==> config.mk <==
export PLATFORM = sky130hd
export DESIGN_NAME = fpl_top
export DESIGN_NICKNAME = d
export VERILOG_FILES = /design/src/verilog/fpl_pkg.sv /design/src/verilog/fpl_blinker.sv /design/src/verilog/fpl_stretch.sv /design/src/verilog/fpl_top.sv
export SDC_FILE = /design/constraint.sdc
export NUM_CORES = 1
export LEC_CHECK = 0
export CAP_MARGIN = 10
export CORE_ASPECT_RATIO = 1.2
export CORE_UTILIZATION = 62
export DETAILED_ROUTE_END_ITERATION = 10
export DONT_BUFFER_PORTS = 1
export PLACE_DENSITY = 0.89
export SLEW_MARGIN = 20
export SYNTH_ARGS = -nofsm -noshare
export SYNTH_HDL_FRONTEND = slang
export SYNTH_HIERARCHICAL = 1
export SYNTH_SLANG_ARGS = --single-unit
==> constraint.sdc <==
create_clock -name pclk -period 5.45 [get_ports pclk]
set_input_delay 0 -clock pclk [delete_from_list [all_inputs] [get_ports pclk]]
set_output_delay 0 -clock pclk [all_outputs]
set_load 0.05 [all_outputs]
==> src/verilog/fpl_pkg.sv <==
// Constants for the front panel indicator driver.
// Assumes one 20 MHz clock shared by every block of the driver.
`default_nettype none
package fpl_pkg;
  // Register byte offsets.
  localparam logic [11:0] OFF_CTRL = 12'h000;
  localparam logic [11:0] OFF_USER = 12'h004;
  localparam logic [11:0] OFF_ERRC = 12'h008;
  localparam logic [11:0] OFF_STAT = 12'h00c;
  localparam logic [11:0] OFF_IRQS = 12'h010;
  localparam logic [11:0] OFF_IRQM = 12'h014;
  // Control register fields.
  localparam int CTRL_MODE_LSB = 0;
  localparam int CTRL_MODE_W = 3;
  localparam int CTRL_ERR_BIT = 3;
  localparam logic [2:0] CTRL_RST = 3'h1;
  // Status register field positions.
  localparam int STAT_ACT_BIT = 0;
  localparam int STAT_OUT_BIT = 1;
  localparam int STAT_ERR_BIT = 2;
  localparam int STAT_LNK_BIT = 3;
  localparam int STAT_BLK_BIT = 4;
  // Interrupt bits.
  localparam int IRQ_W = 3;
  localparam int IRQ_ERR_BIT = 0;
  localparam int IRQ_DONE_BIT = 1;
  localparam int IRQ_LINK_BIT = 2;
  // Operational modes, encoded in the control register.
  localparam logic [2:0] MODE_READY = 3'h0;
  localparam logic [2:0] MODE_BOOT = 3'h1;
  localparam logic [2:0] MODE_UPD = 3'h2;
  localparam logic [2:0] MODE_DONE = 3'h3;
  localparam logic [2:0] MODE_NOFW = 3'h4;
  localparam logic [2:0] MODE_RUN = 3'h5;
  // Timing.
  localparam int CLK_HZ = 20000000;
  localparam int BLINK_HALF_MS = 250;
  localparam int BLINK_HALF_CYC = CLK_HZ / 1000 * BLINK_HALF_MS;
  localparam int ACT_HOLD_MS = 30;
  localparam int ACT_HOLD_CYC = CLK_HZ / 1000 * ACT_HOLD_MS;
endpackage
`default_nettype wire

==> src/verilog/fpl_blinker.sv <==
// Free running divider that yields a square wave phase.
// Assumes a synchronous clock enable from the parent.
`timescale 1ns/1ps
`default_nettype none
module fpl_blinker #(
  parameter int HALF_CYC = 5000000
) (
  // Clock and reset.
  input wire logic pclk,
  input wire logic presetn,
  input wire logic clk_en,
  // Phase out.
  output logic phase
);
  logic [31:0] cnt_ff;
  logic [31:0] nxt_cnt;
  logic phase_ff;
  logic nxt_phase;

  always_comb begin
    nxt_cnt = cnt_ff;
    nxt_phase = phase_ff;
    if (clk_en) begin
      if (cnt_ff >= 32'(HALF_CYC - 1)) begin
        nxt_cnt = 32'h0;
        nxt_phase = ~phase_ff;
      end else begin
        nxt_cnt = cnt_ff + 32'h1;
      end
    end
  end

  always_ff @(posedge pclk or negedge presetn) begin
    if (!presetn) begin
      cnt_ff <= 32'h0;
      phase_ff <= 1'b0;
    end else begin
      cnt_ff <= nxt_cnt;
      phase_ff <= nxt_phase;
    end
  end

  assign phase = phase_ff;
endmodule
`default_nettype wire

==> src/verilog/fpl_stretch.sv <==
// Pulse stretcher: output stays high for HOLD cycles after the last pulse.
// Assumes input pulses synchronous to pclk.
`timescale 1ns/1ps
`default_nettype none
module fpl_stretch #(
  parameter int HOLD = 600000
) (
  // Clock and reset.
  input wire logic pclk,
  input wire logic presetn,
  input wire logic clk_en,
  // Trigger and stretched level.
  input wire logic trig,
  output logic busy
);
  logic [31:0] cnt_ff;
  logic [31:0] nxt_cnt;

  always_comb begin
    nxt_cnt = cnt_ff;
    if (clk_en) begin
      if (trig) begin
        nxt_cnt = 32'(HOLD);
      end else if (cnt_ff != 32'h0) begin
        nxt_cnt = cnt_ff - 32'h1;
      end
    end
  end

  always_ff @(posedge pclk or negedge presetn) begin
    if (!presetn) begin
      cnt_ff <= 32'h0;
    end else begin
      cnt_ff <= nxt_cnt;
    end
  end

  assign busy = (cnt_ff != 32'h0);
endmodule
`default_nettype wire

==> src/verilog/fpl_top.sv <==
// Front panel indicator driver with an APB register file.
// Assumes all inputs are synchronous to pclk.
// Functional notes
// RULE_01 - Channel indicators follow digital channel states
// RULE_02 - CAN indicator follows transmit data, else dark
// RULE_03 - Outputs indicator lit only under application control
// RULE_04 - User indicators application driven when ready, no error; code drives them only in MODE_RUN, forced off in MODE_READY
// RULE_05 - Error lit; indicators one to three show code; code shows it only in MODE_RUN and MODE_READY
// RULE_06 - Link lit, blinks on traffic; speed means 100M
// RULE_07 - Ready: one to three and error off
// RULE_08 - Booting: indicator one lit, others off
// RULE_09 - Updating: one, two lit; three blinks
// RULE_10 - Update finished: one to three blink together
// RULE_11 - No firmware: one and error lit
// RULE_12 - Blink period is a parameter, common divider
`timescale 1ns/1ps
`default_nettype none
module fpl_top #(
  parameter int BLINK_HALF_CYC = fpl_pkg::BLINK_HALF_CYC,
  parameter int ACT_HOLD_CYC = fpl_pkg::ACT_HOLD_CYC
) (
  // Clock, reset and enable.
  input wire logic pclk,
  input wire logic presetn,
  input wire logic clk_en,
  // APB slave.
  input wire logic psel,
  input wire logic penable,
  input wire logic pwrite,
  input wire logic [11:0] paddr,
  input wire logic [31:0] pwdata,
  output logic [31:0] prdata,
  output logic pready,
  output logic pslverr,
  // System inputs.
  input wire logic [3:0] dio_state,
  input wire logic can_tx_data,
  input wire logic can_tx_active,
  input wire logic app_outputs_ctrl,
  input wire logic eth_link_pulse,
  input wire logic eth_activity,
  input wire logic eth_speed_100,
  // Indicator outputs.
  output logic digital_channel_indicator_1,
  output logic digital_channel_indicator_2,
  output logic digital_channel_indicator_3,
  output logic digital_channel_indicator_4,
  output logic can_indicator,
  output logic outputs_enabled_indicator,
  output logic user_indicator_1,
  output logic user_indicator_2,
  output logic user_indicator_3,
  output logic user_indicator_4,
  output logic error_indicator,
  output logic link_indicator,
  output logic speed_indicator,
  // Interrupt.
  output logic irq
);
  ////////////////////////////////////////////////////////////////////////////
  logic blink;
  logic act_busy;
  logic [2:0] mode_ff, nxt_mode;
  logic err_ff, nxt_err;
  logic [3:0] user_ff, nxt_user;
  logic [2:0] errc_ff, nxt_errc;
  logic [fpl_pkg::IRQ_W-1:0] irqs_ff, nxt_irqs, irqm_ff, nxt_irqm;
  logic [31:0] prdata_ff, nxt_prdata;
  logic pready_ff, nxt_pready, pslverr_ff, nxt_pslverr;
  logic prev_link_ff, prev_err_ff, prev_done_ff;
  logic [12:0] led_ff, nxt_led;
  logic irq_ff, nxt_irq;
  logic acc, wr, hit;
  logic [fpl_pkg::IRQ_W-1:0] ev;
  logic running;

  // One divider feeds every blinking indicator so they stay in phase.
  fpl_blinker #(.HALF_CYC(BLINK_HALF_CYC)) u_blink ( // RULE_12
    .pclk(pclk),
    .presetn(presetn),
    .clk_en(clk_en),
    .phase(blink)
  );

  // Activity is stretched so that short bursts are visible.
  fpl_stretch #(.HOLD(ACT_HOLD_CYC)) u_act (
    .pclk(pclk),
    .presetn(presetn),
    .clk_en(clk_en),
    .trig(eth_activity),
    .busy(act_busy)
  );

  ////////////////////////////////////////////////////////////////////////////
  // Register file. Each access takes one wait state, and a write lands on
  // the edge that samples pready high so an unfinished access changes nothing.
  assign acc = psel && penable && !pready_ff;
  assign wr = psel && penable && pready_ff && pwrite;
  assign running = (mode_ff == fpl_pkg::MODE_RUN) ||
                   (mode_ff == fpl_pkg::MODE_READY);

  always_comb begin
    ev = '0;
    ev[fpl_pkg::IRQ_ERR_BIT] = err_ff && !prev_err_ff;
    ev[fpl_pkg::IRQ_DONE_BIT] = (mode_ff == fpl_pkg::MODE_DONE) &&
                                !prev_done_ff;
    ev[fpl_pkg::IRQ_LINK_BIT] = eth_link_pulse != prev_link_ff;
  end

  always_comb begin
    nxt_mode = mode_ff;
    nxt_err = err_ff;
    nxt_user = user_ff;
    nxt_errc = errc_ff;
    nxt_irqm = irqm_ff;
    nxt_irqs = irqs_ff;
    nxt_prdata = prdata_ff;
    nxt_pready = 1'b0;
    nxt_pslverr = 1'b0;
    hit = 1'b1;
    if (acc) begin
      nxt_pready = 1'b1;
      case (paddr)
        fpl_pkg::OFF_CTRL: nxt_prdata = {28'h0, err_ff, mode_ff};
        fpl_pkg::OFF_USER: nxt_prdata = {28'h0, user_ff};
        fpl_pkg::OFF_ERRC: nxt_prdata = {29'h0, errc_ff};
        fpl_pkg::OFF_STAT: nxt_prdata = {27'h0, blink, eth_link_pulse,
                                         err_ff, app_outputs_ctrl,
                                         running};
        fpl_pkg::OFF_IRQS: nxt_prdata = {29'h0, irqs_ff};
        fpl_pkg::OFF_IRQM: nxt_prdata = {29'h0, irqm_ff};
        default: begin
          hit = 1'b0;
          nxt_prdata = 32'h0;
        end
      endcase
      nxt_pslverr = !hit;
      if (pwrite) begin
        nxt_prdata = 32'h0;
      end
    end
    if (wr) begin
      case (paddr)
        fpl_pkg::OFF_CTRL: begin
          nxt_mode = pwdata[fpl_pkg::CTRL_MODE_LSB +: fpl_pkg::CTRL_MODE_W];
          nxt_err = pwdata[fpl_pkg::CTRL_ERR_BIT];
        end
        fpl_pkg::OFF_USER: nxt_user = pwdata[3:0];
        fpl_pkg::OFF_ERRC: nxt_errc = pwdata[2:0];
        fpl_pkg::OFF_IRQS: nxt_irqs = irqs_ff & ~pwdata[2:0];
        fpl_pkg::OFF_IRQM: nxt_irqm = pwdata[2:0];
        default: nxt_irqm = irqm_ff;
      endcase
    end
    // A new event wins over a clear in the same cycle.
    nxt_irqs = nxt_irqs | ev;
  end

  ////////////////////////////////////////////////////////////////////////////
  // Indicator pattern; bit order is the output port order.
  always_comb begin
    nxt_led = '0;
    nxt_led[3:0] = dio_state; // RULE_01
    nxt_led[4] = can_tx_active && can_tx_data; // RULE_02
    nxt_led[5] = app_outputs_ctrl && running; // RULE_03
    nxt_led[11] = eth_link_pulse && !(act_busy && blink); // RULE_06
    nxt_led[12] = eth_speed_100; // RULE_06
    if (err_ff && running) begin
      nxt_led[10] = 1'b1; // RULE_05
      nxt_led[8:6] = errc_ff; // RULE_05
    end else begin
      case (mode_ff)
        fpl_pkg::MODE_READY: nxt_led[10:6] = 5'h0; // RULE_07
        fpl_pkg::MODE_RUN: nxt_led[9:6] = user_ff; // RULE_04
        fpl_pkg::MODE_BOOT: nxt_led[10:6] = 5'h01; // RULE_08
        fpl_pkg::MODE_UPD: nxt_led[10:6] = {2'h0, blink, 2'h3}; // RULE_09
        fpl_pkg::MODE_DONE: nxt_led[8:6] = {3{blink}}; // RULE_10
        fpl_pkg::MODE_NOFW: nxt_led[10:6] = 5'h11; // RULE_11
        default: nxt_led[10:6] = 5'h0;
      endcase
    end
    nxt_irq = |(nxt_irqs & irqm_ff);
  end

  always_ff @(posedge pclk or negedge presetn) begin
    if (!presetn) begin
      mode_ff <= fpl_pkg::CTRL_RST;
      err_ff <= 1'b0;
      user_ff <= 4'h0;
      errc_ff <= 3'h0;
      irqs_ff <= '0;
      irqm_ff <= '0;
      prdata_ff <= 32'h0;
      pready_ff <= 1'b0;
      pslverr_ff <= 1'b0;
      prev_link_ff <= 1'b0;
      prev_err_ff <= 1'b0;
      prev_done_ff <= 1'b0;
      led_ff <= '0;
      irq_ff <= 1'b0;
    end else if (clk_en) begin
      mode_ff <= nxt_mode;
      err_ff <= nxt_err;
      user_ff <= nxt_user;
      errc_ff <= nxt_errc;
      irqs_ff <= nxt_irqs;
      irqm_ff <= nxt_irqm;
      prdata_ff <= nxt_prdata;
      pready_ff <= nxt_pready;
      pslverr_ff <= nxt_pslverr;
      prev_link_ff <= eth_link_pulse;
      prev_err_ff <= err_ff;
      prev_done_ff <= (mode_ff == fpl_pkg::MODE_DONE);
      led_ff <= nxt_led;
      irq_ff <= nxt_irq;
    end
  end

  assign prdata = prdata_ff;
  assign pready = pready_ff;
  assign pslverr = pslverr_ff;
  assign irq = irq_ff;
  assign digital_channel_indicator_1 = led_ff[0];
  assign digital_channel_indicator_2 = led_ff[1];
  assign digital_channel_indicator_3 = led_ff[2];
  assign digital_channel_indicator_4 = led_ff[3];
  assign can_indicator = led_ff[4];
  assign outputs_enabled_indicator = led_ff[5];
  assign user_indicator_1 = led_ff[6];
  assign user_indicator_2 = led_ff[7];
  assign user_indicator_3 = led_ff[8];
  assign user_indicator_4 = led_ff[9];
  assign error_indicator = led_ff[10];
  assign link_indicator = led_ff[11];
  assign speed_indicator = led_ff[12];

  ////////////////////////////////////////////////////////////////////////////
  a_chan_follow: assert property ( // RULE_01
    @(posedge pclk) disable iff (!presetn)
    clk_en |=> led_ff[3:0] == $past(dio_state))
    else $error("channel indicators lag inputs");
  a_can_dark: assert property ( // RULE_02
    @(posedge pclk) disable iff (!presetn)
    clk_en && !can_tx_active |=> !can_indicator)
    else $error("can indicator lit while idle");
  a_outputs_enabled_indicator_ctrl: assert property ( // RULE_03
    @(posedge pclk) disable iff (!presetn)
    clk_en && !app_outputs_ctrl |=> !outputs_enabled_indicator)
    else $error("outputs indicator lit without control");
  a_user_run: assert property ( // RULE_04
    @(posedge pclk) disable iff (!presetn)
    clk_en && mode_ff == fpl_pkg::MODE_RUN && !err_ff
    |=> led_ff[9:6] == $past(user_ff))
    else $error("user indicators not application driven");
  a_err_dark: assert property ( // RULE_05
    @(posedge pclk) disable iff (!presetn)
    clk_en && !err_ff && mode_ff != fpl_pkg::MODE_NOFW
    |=> !error_indicator)
    else $error("error indicator lit without error");
  a_err_code: assert property ( // RULE_05
    @(posedge pclk) disable iff (!presetn)
    clk_en && err_ff && running
    |=> error_indicator && led_ff[8:6] == $past(errc_ff))
    else $error("error code not shown");
  a_speed_map: assert property ( // RULE_06
    @(posedge pclk) disable iff (!presetn)
    clk_en |=> speed_indicator == $past(eth_speed_100))
    else $error("speed indicator wrong");
  a_link_dark: assert property ( // RULE_06
    @(posedge pclk) disable iff (!presetn)
    clk_en && !eth_link_pulse |=> !link_indicator)
    else $error("link indicator lit without link");
  a_link_lit: assert property ( // RULE_06
    @(posedge pclk) disable iff (!presetn)
    clk_en && eth_link_pulse && !act_busy |=> link_indicator)
    else $error("link indicator dark on idle link");
  a_ready_off: assert property ( // RULE_07
    @(posedge pclk) disable iff (!presetn)
    clk_en && mode_ff == fpl_pkg::MODE_READY && !err_ff
    |=> led_ff[10:6] == 5'h0)
    else $error("ready pattern wrong");
  a_boot_pat: assert property ( // RULE_08
    @(posedge pclk) disable iff (!presetn)
    clk_en && mode_ff == fpl_pkg::MODE_BOOT
    |=> led_ff[10:6] == 5'h01)
    else $error("boot pattern wrong");
  a_upd_pat: assert property ( // RULE_09
    @(posedge pclk) disable iff (!presetn)
    clk_en && mode_ff == fpl_pkg::MODE_UPD
    |=> led_ff[7:6] == 2'h3 && !error_indicator
        && user_indicator_3 == $past(blink))
    else $error("update pattern wrong");
  a_done_pat: assert property ( // RULE_10
    @(posedge pclk) disable iff (!presetn)
    clk_en && mode_ff == fpl_pkg::MODE_DONE
    |=> led_ff[8:6] == {3{$past(blink)}})
    else $error("done pattern wrong");
  a_nofw_pat: assert property ( // RULE_11
    @(posedge pclk) disable iff (!presetn)
    clk_en && mode_ff == fpl_pkg::MODE_NOFW
    |=> led_ff[10:6] == 5'h11)
    else $error("no firmware pattern wrong");
  a_ready_pulse: assert property (
    @(posedge pclk) disable iff (!presetn)
    clk_en && pready |=> !pready)
    else $error("bus ready held for two cycles");
endmodule
`default_nettype wire

* Word-level counts from Yosys, hierarchy flattened *
Index checks and enable logic that the tools add are counted.

operators by class
  add/subtract/negate cells = 2
  multipliers = 0
  divide/modulo/power cells = 0
  order comparisons = 1
  equality and inequality tests = 11
  shift operators = 0
  mux-type cells = 17
  bitwise gates (word level) = 5
  reductions and logical operators = 31

operators with widths
  kind                                                    number
  2-to-1 mux 32 bit                                       4
  adder 32 x 1 -> 32 bit (second input constant)          1
  >= comparator 32 x 23 -> 1 bit (second input constant)  1
  nonzero test 32 bit                                     1
  subtractor 32 x 1 -> 32 bit (second input constant)     1
  case mux 5 bit (6 select lines)                         1
  == test 12 x 4 -> 1 bit (second input constant)         2
  == test 12 x 5 -> 1 bit (second input constant)         2
  == test 12 x 3 -> 1 bit (second input constant)         1
  logical NOT 12 bit                                      1
  case mux 3 bit (4 select lines)                         1
  AND reduction 3 bit                                     4
  logical AND 1 bit                                       11
  2-to-1 mux 3 bit                                        3
  2-to-1 mux 1 bit                                        8
  bitwise AND 3 bit                                       2
  == test 3 x 2 -> 1 bit (second input constant)          2
  == test 3 bit (second input constant)                   2
  AND reduction 2 bit                                     3
  OR reduction 6 bit                                      1
  logical NOT 1 bit                                       5
  == test 3 x 1 -> 1 bit (second input constant)          1
  logical NOT 3 bit                                       1
  NOT 3 bit                                               1
  other kinds (7)                                         7

word-level totals
  register bits = 133
  latch bits = 0
  memory bits (writable) = 0
  memory bits (read-only) = 0
  input bits = 60
  output and inout port bits = 48
  logic and storage cells = 84
  memories kept = 0

* Logic depth before layout (Yosys ltp) *
  word-level depth = 7
  gate-level depth with buffers = 9
  gate-level depth less buffers = 8

* Cells and area by module *
Netlist, hierarchy kept.

by module, submodules not included
  module       instances  cells each  area each (um2)  sequential area each (um2)
  fpl_top      1          221         2,299.7          1,027.2
  fpl_stretch  1          210         1,854.3          800.8
  fpl_blinker  1          189         1,795.5          825.8

* Worst setup path after synthesis *
OpenSTA, ideal clock, no wires.

  path kind = register to register
  start point = register u_act.cnt_ff[25]
  end point = register u_act.cnt_ff[31]
  library setup time = 77 ps
  arrival = 2,274 ps
  data required time = 5,373 ps
  setup slack = 3,099 ps
  cell stages (with the launch flop) = 7
  path buffers = 1
  period minus slack after synthesis = 2,351 ps
  path through = dfrtp_1 > or4_4 > or3_1 > buf_6 > or3_1 > or4_1 > a21oi_1

on the way
  longest elaborated chain between the ends = 3
  elaborated cells on any way between the ends = 6
  those cells by class = add/sub: 1; mux: 2; reduce/logical: 3

ends and longest elaborated chain
  element                                                             line                                  text
  start: declaration                                                  fpl_stretch.sv:16                     logic [31:0] cnt_ff;
  start signal: assignment                                            fpl_stretch.sv:34                     cnt_ff <= nxt_cnt;
  subtractor 32 x 1 -> 32 bit or nonzero test 32 bit (tied branches)  fpl_stretch.sv:25, fpl_stretch.sv:24
  2-to-1 mux 32 bit or nonzero test 2 bit (tied branches)             --
  2-to-1 mux 32 bit or AND reduction 2 bit (tied branches)            --

Parallel ways exist; a longest one is shown, timed or not. The select of a mux whose other input is x is not followed.
A chain may end at the register's enable or synchronous reset.

* Worst setup path after layout *
  start point = register u_act.cnt_ff[0]
  end point = register u_act.cnt_ff[29]

The elaborated chain is that of the path after synthesis.

==> results_dict.tcl <==
set metrics [dict create \
    cts.sinks 106 \
    end_kind "flip-flop" \
    grt_overflow 0 \
    tritoncts "built" \
    vias 4890 \
    layout-drive-gt1-share_pct 9.937 \
    num_io_pins 108 \
    place_congestion 0.8412 \
    crit_chain "inv_1, ha_1, nor4b_1, nand3_1, o41ai_2, o21ai_0, a21oi_1" \
    tightest_slew_ps 931.0 \
    met2_length_um 6898 \
    cts_made_buffers 9 \
    ys_seq_elements 106 \
    die_x_um 91.43 \
    crit_type "reg2reg" \
    routed_wl_um 13610 \
    viasPerCell 6.485 \
    multi_input_area_um2 2959 \
    combPwrFrac_pct 15.9 \
    fin_hold_ws_ps 26.70 \
    finalClockSkew_ps 14.62 \
    cp_slowest_cell "o41ai_2" \
    row_count 38 \
    final_antenna_net_count 0 \
    drt_pre_antenna_iters 5 \
    ys_warn_count 6 \
    slowest_delay_ps 820 \
    die-height_um 109.3 \
    grt_max_degree 107 \
    postSynthCellCount 620 \
    cap_violations 0 \
    swShare_pct 32.80 \
    h-tree-depth 3 \
    wl_met1_um 5432 \
    p_int_mw 1.146 \
    synth.avg_cell_area_um2 9.596 \
    diodes 0 \
    p_switching_mw 0.5595 \
    grt_setup_unrepaired "false" \
    ys_seq_area_share_pct 44.61 \
    dp_slack_ps 2619 \
    critPathLaunchType "flip-flop" \
    top_layer "met4" \
    area_growth_pct 6.604 \
    post_cts_buffers 0 \
    placed_area_um2 5864 \
    drv_slew 0 \
    slew_headroom_pct 37.70 \
    track_usage_pct 28.63 \
    cellLeakagePower_nw 2.745 \
    min_path_type "in2reg" \
    met3RoutedLength_um 910 \
    design.core.area_um2 9176 \
    synth_edf_count 0 \
    post-dp-hpwl_um 8719 \
    finalNetCount 691 \
    p_per_area_nw_per_um2 269.0 \
    fin_area_um2 6342 \
    wl_per_cell_um 18.05 \
    layout_setup_ws_ps 2389 \
    die_area_um2 9994 \
    portBuffers 0 \
    timing.final.crit_period_ps 3061 \
    tns_ps 0 \
    critPathTopFamily "compound AO/OA/AOI/OAI gates" \
    status "completed" \
    cp.required_ps 5740 \
    drc 0 \
    synth.cell_area_um2 5949 \
    clk_latency_ps 380 \
    hold_violations 0 \
    cts-root-buf "clkbuf_8" \
    fillers 657 \
    vdd_drop_max_mv 0.1794 \
    seq_area_um2 2654 \
    sequentialPowerShare_pct 55.6 \
    fmax_ghz 0.3266 \
    initial_core_util_pct 64.84 \
    setup_viol 0 \
    worstPathMaxFanout 9 \
    grt_pass1_wl_um 22600 \
    ys_types 75 \
    clk_path_buf_depth 2 \
    path_buf_inv 1 \
    cp_data_arrival_time_ps 3360 \
    finalPower_mw 1.706 \
    clk_pin_slew_ps 100 \
    fin_crit_sh_pct 56.17 \
    pwr-share-clk_pct 28.5 \
    synth-main-ff-cell "dfrtp_1" \
    grt_pass1_vias 4753 \
    reg2reg_slack_ps 2390 \
    async_flop_share_pct 100.0 \
    antenna_found_initial 0 \
    drtIter0Drc 393 \
    cts_resized 0 \
]
[synthesized netlist by cell type (4+ instances only)]
library cell / count / share of area, %
dfrtp_1: 105 / 44
inv_1: 26 / 1.6
xnor2_1: 9 / 1.3
a21oi_1: 24 / 2.0
nor4_1: 17 / 1.8
o211ai_1: 5 / 0.63
xor2_1: 22 / 3.2
nor2b_1: 8 / 0.84
nand4_1: 16 / 1.7
nor3_1: 23 / 1.9
a21o_1: 4 / 0.50
a31oi_1: 6 / 0.63
or4_1: 12 / 1.5
nor2_1: 60 / 3.8
nand3_1: 38 / 3.2
buf_4: 27 / 3.4
o31ai_1: 6 / 0.76
o21ai_0: 26 / 2.2
buf_6: 4 / 0.76
clkbuf_1: 20 / 1.3
nand2_1: 29 / 1.8
mux2i_1: 7 / 1.2
and3_1: 14 / 1.5
mux2_2: 19 / 3.6
or3_1: 16 / 1.7
[repair_timing]
item	4_1_cts	5_1_grt
hold buffers	25	0
setup endpoints to repair	0	0
endpoints found under the hold margin	173	0
[worst reg2reg max path, stage by stage (launching register included)]
cell	delay, ps
dfrtp_1	430
inv_1	70
ha_1	190
nor4b_1	610
nand3_1	450
o41ai_2	820
o21ai_0	220
a21oi_1	190
[layer usage]
metal / up-vias / track usage (%)
li1: 2233 / -
met1: 2396 / 35.33
met2: 225 / 48.93
met3: 36 / 5.533
met4: 0 / 13.27
met5: - / 0
[worst paths after layout]
kind,from,end,cells past startpoint
min in group asynchronous,presetn,u_act/cnt_ff[3],2
worst max register to register,u_act/cnt_ff[0],u_act/cnt_ff[29],7
max in group asynchronous,presetn,mode_ff[0],2
worst min register to register,u_act/cnt_ff[14],u_act/cnt_ff[14],1
worst min-delay path,eth_link_pulse,irq,3
worst max-delay path,u_act/cnt_ff[0],u_act/cnt_ff[29],7
[power groups by stage]
stage	logic, mW	registers (mW)	clock network, mW
after floorplan	0.221	0.936	0
after global placement	0.208	0.953	0
after detailed placement	0.220	0.959	0
after CTS	0.266	0.944	0.492
after global routing	0.298	0.957	0.526
final	0.272	0.948	0.486
[area by class of cell]
class	instances	area share, %
flip-flops and latches	106	41.84
clock inverters	6	1.026
repair buffers	25	4.498
clock buffers	10	2.012
multi-input cells	460	46.66
inverters	27	1.598
well taps	120	2.367
[cells by family (layout without fill, tap and decap cells)]
kind of cell / Yosys count / after routing / synth area share [%]
compound gates: 109 / 109 / 12.79
xor+xnor: 31 / 31 / 4.564
fa+ha+maj: 2 / 2 / 0.4205
buf+inv: 80 / 68 / 7.297
flops: 106 / 106 / 44.61
mux: 30 / 30 / 5.910
other cells: 1 / 27 / 0.06303
simple gates: 261 / 261 / 24.35
[through the flow]
stage               cells  util [%]
CTS                   754     69.12
floorplan             646         -
detailed placement    713     63.91
finish                754     69.12
global route          754     69.12
global placement      713     63.91
[sequential cells by signal (all words and copies together), names as in the netlist, 3 cells and up]
register,flops
irqs_ff,3
errc_ff,3
prdata,5
u_blink/cnt_ff,32
u_act/cnt_ff,32
irqm_ff,3
mode_ff,3
user_ff,4
led_ff,13
[cells in the final DEF (no fill, tap or decap), drive strengths merged, types with 5 or more instances in the layout]
master,n
a21oi,26
a31oi,6
and3,14
clkbuf,10
conb,27
dfrtp,105
dlygate4sd3,23
inv,27
mux2,22
mux2i,7
nand2,29
nand3,38
nand4,16
nor2,63
nor2b,8
nor3,24
nor4,21
o211ai,5
o21ai,26
o31ai,6
or3,19
or4,15
xnor2,9
xor2,22
No activity file was read; power rests on OpenSTA's default activity.
